===== src/sbis_pkg.sv =====
// package with constants shared by the bus init and stall block
package sbis_pkg;
  localparam logic SBIS_OBSERVE_RST = 1'b0; // observation enable value before strap capture
  localparam logic [1:0] SBIS_STALL_PHASE_RST = 2'h0; // stall edge phase counter after reset
  localparam logic [1:0] SBIS_STALL_PHASE_LAST = 2'h1; // stall line is sampled every second edge
  localparam int SBIS_QUEUE_DEPTH = 8; // in-order queue entries tracked
  localparam logic [3:0] SBIS_QCOUNT_RST = 4'h0; // queue occupancy after reset
  // arbitration states of the data and request bus arbiters
  typedef enum logic [1:0] {SBIS_ARB_IDLE, SBIS_ARB_REQ, SBIS_ARB_OWN} sbis_arb_e;
endpackage


===== src/sbis_core.sv =====
// bus reinitialize, arbitration reset and block-next-request stall handling
// What this block does
// [RL1] one bus clock launches and captures everything
// [RL2] all timing on rising edge of clock
// [RL3] drive reinitialize on fatal error when enabled
// [RL4] observation enable strapped at reset
// [RL5] observed reinitialize resets both arbiters
// [RL6] reinitialize keeps queue and tracking state
// [RL7] re-arbitrate then finish pending queue entries
// [RL8] priority agent handles disabled observation freely
// [RL9] full agent asserts stall line
// [RL10] no new transaction while stall seen
// [RL11] stall line is wired-OR of agents
// [RL12] stall driven and sampled on designated edges
// [RL13] priority request halts new unlocked requests
`timescale 1ns/1ps
module sbis_core
  import sbis_pkg::*;
(
  input wire logic I_CLK, // true leg of the differential bus clock
  input wire logic I_RESETN, // synchronous reset, active low
  input wire logic i_observe_strap, // power-on observation enable strap
  input wire logic i_driver_enable, // reinitialize driver enable from configuration
  input wire logic i_fatal_error, // bus condition that breaks future operation
  input wire logic i_bus_reinitialize_n_in, // sensed level of reinitialize pin
  input wire logic i_block_next_request_stall_n_in, // sensed level of stall pin
  input wire logic i_priority_agent_request_n, // priority agent holds the bus
  input wire logic i_locked_op, // ongoing locked operation
  input wire logic i_want_bus, // core wants the request bus
  input wire logic i_new_txn, // core asks to issue a transaction
  input wire logic i_txn_done, // oldest queue entry completed
  input wire logic i_queue_full, // cannot accept more transactions
  output logic o_bus_reinitialize_n_out, // reinitialize pin drive level
  output logic o_bus_reinitialize_n_oe, // reinitialize pin enable
  output logic o_block_next_request_stall_n_out, // stall pin drive level
  output logic o_block_next_request_stall_n_oe, // stall pin enable
  output logic o_issue, // transaction issued this cycle
  output logic o_req_own, // request bus owned
  output logic o_data_own, // data bus owned
  output logic o_pending, // in-order queue not empty
  output logic o_observe_en // captured observation enable
);
  logic strap_done_q; // strap already captured after reset
  logic observe_q; // observation enable latched
  logic reinit_drv_q; // driving reinitialize
  logic stall_drv_q; // driving stall
  logic stall_seen_q; // stall sampled on designated edge
  logic edge_en; // designated stall edge
  sbis_arb_e req_arb_q, req_arb_d; // request arbiter state
  sbis_arb_e data_arb_q, data_arb_d; // data arbiter state
  logic [3:0] qcount_q, qcount_d; // in-order queue occupancy
  logic reinit_seen; // observed reinitialize
  logic may_issue; // issue allowed
  logic issue_w; // issue now
  logic retire_w; // completion now
  // designated edges for the stall line
  sbis_sync_edge u_edge (
    .i_clk(I_CLK),
    .i_resetn(I_RESETN),
    .o_edge_en(edge_en)
  );
  // reinitialize seen only when observation enabled
  assign reinit_seen = observe_q && !i_bus_reinitialize_n_in; // RL5
  // issue gate: owner, no stall, no unlocked priority request
  assign may_issue = (req_arb_q == SBIS_ARB_OWN) && !stall_seen_q // RL10
    && (i_priority_agent_request_n || i_locked_op) && !reinit_seen; // RL13
  assign issue_w = may_issue && i_new_txn && (qcount_q < 4'(SBIS_QUEUE_DEPTH));
  assign retire_w = i_txn_done && (qcount_q != SBIS_QCOUNT_RST);
  // queue count survives reinitialize, only issue and retire move it
  assign qcount_d = qcount_q + {3'h0, issue_w} - {3'h0, retire_w}; // RL6
  // request arbiter next state
  always_comb
  begin
    req_arb_d = req_arb_q;
    case (req_arb_q)
      SBIS_ARB_IDLE:
        if (i_want_bus || qcount_q != SBIS_QCOUNT_RST)
          req_arb_d = SBIS_ARB_REQ; // RL7
      SBIS_ARB_REQ:
        if (i_priority_agent_request_n)
          req_arb_d = SBIS_ARB_OWN;
      SBIS_ARB_OWN:
        if (!i_want_bus && qcount_q == SBIS_QCOUNT_RST)
          req_arb_d = SBIS_ARB_IDLE;
      default:
        req_arb_d = SBIS_ARB_IDLE;
    endcase
    if (reinit_seen)
      req_arb_d = SBIS_ARB_IDLE; // RL5
  end
  // data arbiter next state follows pending entries
  always_comb
  begin
    data_arb_d = data_arb_q;
    case (data_arb_q)
      SBIS_ARB_IDLE:
        if (qcount_q != SBIS_QCOUNT_RST)
          data_arb_d = SBIS_ARB_REQ; // RL7
      SBIS_ARB_REQ:
        data_arb_d = SBIS_ARB_OWN;
      SBIS_ARB_OWN:
        if (qcount_q == SBIS_QCOUNT_RST)
          data_arb_d = SBIS_ARB_IDLE;
      default:
        data_arb_d = SBIS_ARB_IDLE;
    endcase
    if (reinit_seen)
      data_arb_d = SBIS_ARB_IDLE; // RL5
  end
  // strap capture at first clock after reset release
  always_ff @(posedge I_CLK)
  begin
    if (!I_RESETN)
    begin
      strap_done_q <= 1'b0;
      observe_q <= SBIS_OBSERVE_RST;
    end
    else if (!strap_done_q)
    begin
      strap_done_q <= 1'b1;
      observe_q <= i_observe_strap; // RL4
    end
  end
  // state registers, all on the rising clock edge
  always_ff @(posedge I_CLK)
  begin
    if (!I_RESETN)
    begin
      req_arb_q <= SBIS_ARB_IDLE;
      data_arb_q <= SBIS_ARB_IDLE;
      qcount_q <= SBIS_QCOUNT_RST;
    end
    else
    begin
      req_arb_q <= req_arb_d; // RL1 RL2
      data_arb_q <= data_arb_d;
      qcount_q <= qcount_d;
    end
  end
  // reinitialize driver: assert on fatal error once enabled
  always_ff @(posedge I_CLK)
  begin
    if (!I_RESETN)
      reinit_drv_q <= 1'b0;
    else
      reinit_drv_q <= i_driver_enable && i_fatal_error; // RL3
  end
  // stall drive and sample only on designated edges
  always_ff @(posedge I_CLK)
  begin
    if (!I_RESETN)
    begin
      stall_drv_q <= 1'b0;
      stall_seen_q <= 1'b0;
    end
    else if (edge_en)
    begin
      stall_drv_q <= i_queue_full; // RL9 RL12
      stall_seen_q <= !i_block_next_request_stall_n_in; // RL11
    end
  end
  // registered outputs; pins are open drain, low only when enabled
  always_ff @(posedge I_CLK)
  begin
    if (!I_RESETN)
    begin
      o_bus_reinitialize_n_out <= 1'b1;
      o_bus_reinitialize_n_oe <= 1'b0;
      o_block_next_request_stall_n_out <= 1'b1;
      o_block_next_request_stall_n_oe <= 1'b0;
      o_issue <= 1'b0;
      o_req_own <= 1'b0;
      o_data_own <= 1'b0;
      o_pending <= 1'b0;
      o_observe_en <= 1'b0;
    end
    else
    begin
      o_bus_reinitialize_n_out <= !reinit_drv_q;
      o_bus_reinitialize_n_oe <= reinit_drv_q;
      o_block_next_request_stall_n_out <= !stall_drv_q;
      o_block_next_request_stall_n_oe <= stall_drv_q; // RL11
      o_issue <= issue_w;
      o_req_own <= (req_arb_d == SBIS_ARB_OWN);
      o_data_own <= (data_arb_d == SBIS_ARB_OWN);
      o_pending <= (qcount_d != SBIS_QCOUNT_RST);
      o_observe_en <= observe_q;
    end
  end
  // checks
  a_reinit_drive: assert property (@(posedge I_CLK) disable iff (!I_RESETN) // RL3
    i_driver_enable && i_fatal_error |=> ##1 o_bus_reinitialize_n_oe && !o_bus_reinitialize_n_out)
    else $error("reinitialize not driven after fatal error");
  a_no_drive_off: assert property (@(posedge I_CLK) disable iff (!I_RESETN) // RL3
    !i_driver_enable |=> ##1 !o_bus_reinitialize_n_oe)
    else $error("reinitialize driven while disabled");
  a_strap_hold: assert property (@(posedge I_CLK) disable iff (!I_RESETN) // RL4
    strap_done_q && $past(strap_done_q) |-> $stable(observe_q))
    else $error("observation enable changed after capture");
  a_arb_reset: assert property (@(posedge I_CLK) disable iff (!I_RESETN) // RL5
    reinit_seen |=> req_arb_q == SBIS_ARB_IDLE && data_arb_q == SBIS_ARB_IDLE)
    else $error("arbiters not reset on reinitialize");
  a_ignore_reinit: assert property (@(posedge I_CLK) disable iff (!I_RESETN) // RL4
    !observe_q && req_arb_q == SBIS_ARB_OWN && i_want_bus |=> req_arb_q == SBIS_ARB_OWN)
    else $error("reinitialize acted on while not observed");
  a_queue_kept: assert property (@(posedge I_CLK) disable iff (!I_RESETN) // RL6
    reinit_seen && !i_txn_done |=> qcount_q == $past(qcount_q))
    else $error("queue lost on reinitialize");
  // a reinitialize still seen holds the arbiter idle, so only a quiet bus must re-arbitrate
  a_rearbitrate: assert property (@(posedge I_CLK) disable iff (!I_RESETN) // RL7
    req_arb_q == SBIS_ARB_IDLE && qcount_q != SBIS_QCOUNT_RST && !reinit_seen
    |=> req_arb_q == SBIS_ARB_REQ)
    else $error("pending entries did not re-arbitrate");
  a_stall_drive: assert property (@(posedge I_CLK) disable iff (!I_RESETN) // RL9
    edge_en && i_queue_full |=> ##1 o_block_next_request_stall_n_oe)
    else $error("stall not driven when full");
  a_stall_block: assert property (@(posedge I_CLK) disable iff (!I_RESETN) // RL10
    stall_seen_q |=> !o_issue)
    else $error("issued during stall");
  a_stall_edges: assert property (@(posedge I_CLK) disable iff (!I_RESETN) // RL12
    !edge_en |=> $stable(stall_drv_q) && $stable(stall_seen_q))
    else $error("stall changed off designated edge");
  a_priority_halt: assert property (@(posedge I_CLK) disable iff (!I_RESETN) // RL13
    !i_priority_agent_request_n && !i_locked_op |=> !o_issue)
    else $error("issued under priority request");
endmodule


===== src/sbis_sync_edge.sv =====
// stall edge phase divider: one-cycle enable on designated bus clock edges
`timescale 1ns/1ps
module sbis_sync_edge
  import sbis_pkg::*;
(
  input wire logic i_clk,
  input wire logic i_resetn,
  output logic o_edge_en
);
  logic [1:0] phase_q; // position within the stall window
  logic [1:0] phase_d; // next position
  // wrap the phase after the last edge of the window
  assign phase_d = (phase_q == SBIS_STALL_PHASE_LAST) ? SBIS_STALL_PHASE_RST : phase_q + 2'h1;
  // phase register and enable pulse
  always_ff @(posedge i_clk)
  begin
    if (!i_resetn)
    begin
      phase_q <= SBIS_STALL_PHASE_RST;
      o_edge_en <= 1'b0;
    end
    else
    begin
      phase_q <= phase_d;
      o_edge_en <= (phase_q == SBIS_STALL_PHASE_RST);
    end
  end
endmodule


===== config.mk =====
export PLATFORM = sky130hd
export DESIGN_NAME = sbis_core
export DESIGN_NICKNAME = d
export VERILOG_FILES = /design/src/sbis_pkg.sv /design/src/sbis_core.sv /design/src/sbis_sync_edge.sv
export SDC_FILE = /design/constraint.sdc
export NUM_CORES = 1
export LEC_CHECK = 0
export BUFFER_PORTS_ARGS = -buffer_cell sky130_fd_sc_hd__buf_4
export CORE_ASPECT_RATIO = 2
export CORE_MARGIN = 2
export CORE_UTILIZATION = 35
export DETAILED_ROUTE_END_ITERATION = 12
export GPL_ROUTABILITY_DRIVEN = 0
export SLEW_MARGIN = 30
export SYNTH_ARGS = -nofsm -noshare
export SYNTH_HDL_FRONTEND = slang
export SYNTH_SLANG_ARGS = --single-unit

===== constraint.sdc =====
create_clock -name I_CLK -period 6.2 [get_ports I_CLK]
set_clock_uncertainty 0.1 [all_clocks]
set_input_delay 1.24 -clock I_CLK [delete_from_list [all_inputs] [get_ports I_CLK]]
set_output_delay 1.24 -clock I_CLK [all_outputs]
set_load 0.05 [all_outputs]

==> results.ini <==
[outcome]
status = finished, final reports clean

[sta]
slew_violations = 0
max-slew-margin-rel_pct = 71.6
finalSetupTns_ns = 0
hold_ws_ns = 0.347
worstMarginPinSlew_ns = 0.424
hold_viol_final = 0
fin_ws_ns = 2.85
fin_crit_ns = 3.35
max_freq_mhz = 299
setup_viol = 0
rsz0062_at_grt = no
finalCritPeriodShare_pct = 54.0

[clock_network]
cts_made_buffers = 3
htreeDepth = 1
clk_pin_slew_worst_paths_ns = 0.08
cts_setup_buffers = 0
clk_path_buf_depth = 2
ctsHoldBuffers = 0
cts_tree = built
post_cts_resized = 0
clockRootBuffer = clkbuf_8
numClockSinks = 25
clkLatencyLatePin_ns = 0.26

[critical_path]
cp.required_ns = 6.26
path_class = primary input to flip-flop
worst_ep_arrival_time_ns = 3.41
start_kind = primary input
crit_fanout = 3
end_kind = flip-flop

[pwr]
p_clk_share_pct = 19.6
swShare_pct = 34.0
power_frac_comb_pct = 36.9
seqPwrFrac_pct = 43.4
netSwitchingPower_mw = 0.164
p_int_mw = 0.319
power_density_mw_per_mm2 = 411
max-vdd-ir-drop_uv = 153
total_power_mw = 0.483
p_leak_nw = 0.515

[layout]
postLayoutCellArea_mm2 = 0.00117
diodes = 0
drive_gt1_share_pct = 23.5
layout.nets = 137
stdcell_count = 143
area_growth_pct = 24.9
fin_util_pct = 45.7

[logic_synthesis]
syn_nets = 112
synth_seq_cells = 25
syn_avg_cell_area_um2 = 10.3
synth_cell_type_count = 29
synth_area_um2 = 941
synth_top_flop_cell = dfxtp_1
syn_inst = 91
ys_async_sr_fraction_pct = 0
yosys_warnings = 0
synth_edf_count = 0
yosysSeqAreaShare_pct = 53.2

[die]
die_w_um = 40.7
fp-row-count = 26
die_area_mm2 = 0.00314
ios = 22
start_util_pct = 36.6
core_mm2 = 0.00257
die_h_um = 77.3

[placement]
dp_slack_ns = 2.56
place_area_mm2 = 0.00113
dp.cells = 139
dp_hpwl_um = 1310
port-buffer-count = 21

[global_routing]
grt_pass1_vias = 668
antenna_found_initial = 0
grt_max_degree = 16
overflow = 0
grt_pass1_wl_um = 2550
grt_use_total_pct = 12.0

[flow_run]
maxCapViolCount = 0

[drt]
wl_per_cell_um = 11.2
via_count = 684
viasPerCell = 4.78
dr.pass1.iters = 2
routed_wl_um = 1600
drtIter0Drc = 5
antenna_left = 0
drc = 0

[min_path]
hold_class = flip-flop to flip-flop

==> synthesized netlist by cell type, types with 2 or more instances <==
cell type  number  area share [%]
nor2_1          6             2.4
and2_1          5             3.3
and3_1          2             1.3
dfxtp_1        25              53
a21oi_1         6             3.2
o21ai_0         2             1.1
ha_1            7             9.3
nor3_1          2             1.1
mux2i_1         2             2.1
nand3b_1        3             2.4
inv_1          13             5.2
==> layout by cell type (no fill, tap or decap), drive strengths merged <==
cell type  Yosys  routed
or3            1       1
or3b           2       2
fa             1       1
xnor2          1       1
clkbuf         1       3
nand3          1       1
buf            0      21
a21oi          6       6
nor4           1       1
nor2           6       6
nand2b         1       1
nor4b          1       1
a211oi         1       1
a2111oi        1       1
nor3           2       2
mux2i          2       2
inv           13      13
and2           6       6
o31a           1       1
dfxtp         25      25
clkinvlp       0       1
nor3b          1       1
and3           2       2
nand3b         3       3
nor2b          1       1
ha             7       7
o21a           1       1
o21ai          3       3
==> power groups by stage <==
| stage | registers, mW | logic, mW | clock network, mW |
|---|---|---|---|
| final | 0.210 | 0.178 | 0.0948 |
| after detailed placement | 0.214 | 0.180 | 0 |
| after CTS | 0.210 | 0.182 | 0.101 |
| after global placement | 0.213 | 0.177 | 0 |
| after global routing | 0.215 | 0.197 | 0.109 |
| after floorplan | 0.235 | 0.110 | 0 |
==> area by class of cell <==
class | instances | area (µm²)
Clock buffer | 3 | 41.3
Inverter | 13 | 48.8
Clock inverter | 1 | 7.51
Fill cell | 270 | 1400
Timing Repair Buffer | 21 | 158
Sequential cell | 25 | 500
Tap cell | 28 | 35.0
Multi-Input combinational cell | 52 | 384
==> critical path, cell delays in order <==
cell	delay, ns
buf_4	0.09
o21ai_0	0.09
or3_1	0.36
ha_1	0.27
inv_1	0.05
ha_1	0.15
inv_1	0.05
fa_1	0.37
xnor2_1	0.15
or3b_1	0.35
o31a_1	0.23
==> kinds of logic after synthesis <==
logic type | synth area share, %
adders and majority gates | 11.4
AOI/OAI and AO/OA | 8.25
muxes | 2.13
xor gates and xnor gates | 0.931
DFF | 53.2
buffers and inverters | 5.98
and+or+nand+nor | 18.1
==> layer usage <==
layer / share of wire (%) / up-vias / wire length (µm) / global-route usage, %
met3: 4.7 / 4 / 76 / 2.60
met1: 35 / 315 / 556 / 10.7
met4: 2.4 / 0 / 38 / 8.00
met2: 58 / 15 / 933 / 21.1
met5: 0 / - / 0 / 0
li1: - / 350 / - / -
==> flip-flops by register name (all words and copies together) (netlist names) <==
register	count
u_edge.o_edge_en	1
o_issue	1
data_arb_q	2
o_data_own	1
observe_q	1
qcount_q	4
o_pending	1
u_edge.phase_q	2
o_block_next_request_stall_n_out	1
stall_drv_q	1
o_bus_reinitialize_n_oe	1
req_arb_q	2
o_observe_en	1
o_bus_reinitialize_n_out	1
o_req_own	1
strap_done_q	1
o_block_next_request_stall_n_oe	1
stall_seen_q	1
reinit_drv_q	1
==> final timing paths <==
path / startpoint / endpoint / slack [ns] / depth (start not counted)
worst max-delay path: i_priority_agent_request_n / o_pending$_SDFF_PN0_ / 2.85 / 11
worst min-delay path: data_arb_q[0]$_SDFF_PN0_ / data_arb_q[0]$_SDFF_PN0_ / 0.35 / 1
worst max register to register: qcount_q[3]$_SDFF_PN0_ / o_pending$_SDFF_PN0_ / 3.15 / 12
worst min register to register: data_arb_q[0]$_SDFF_PN0_ / data_arb_q[0]$_SDFF_PN0_ / 0.35 / 1
(Power assumes the default switching activity.)
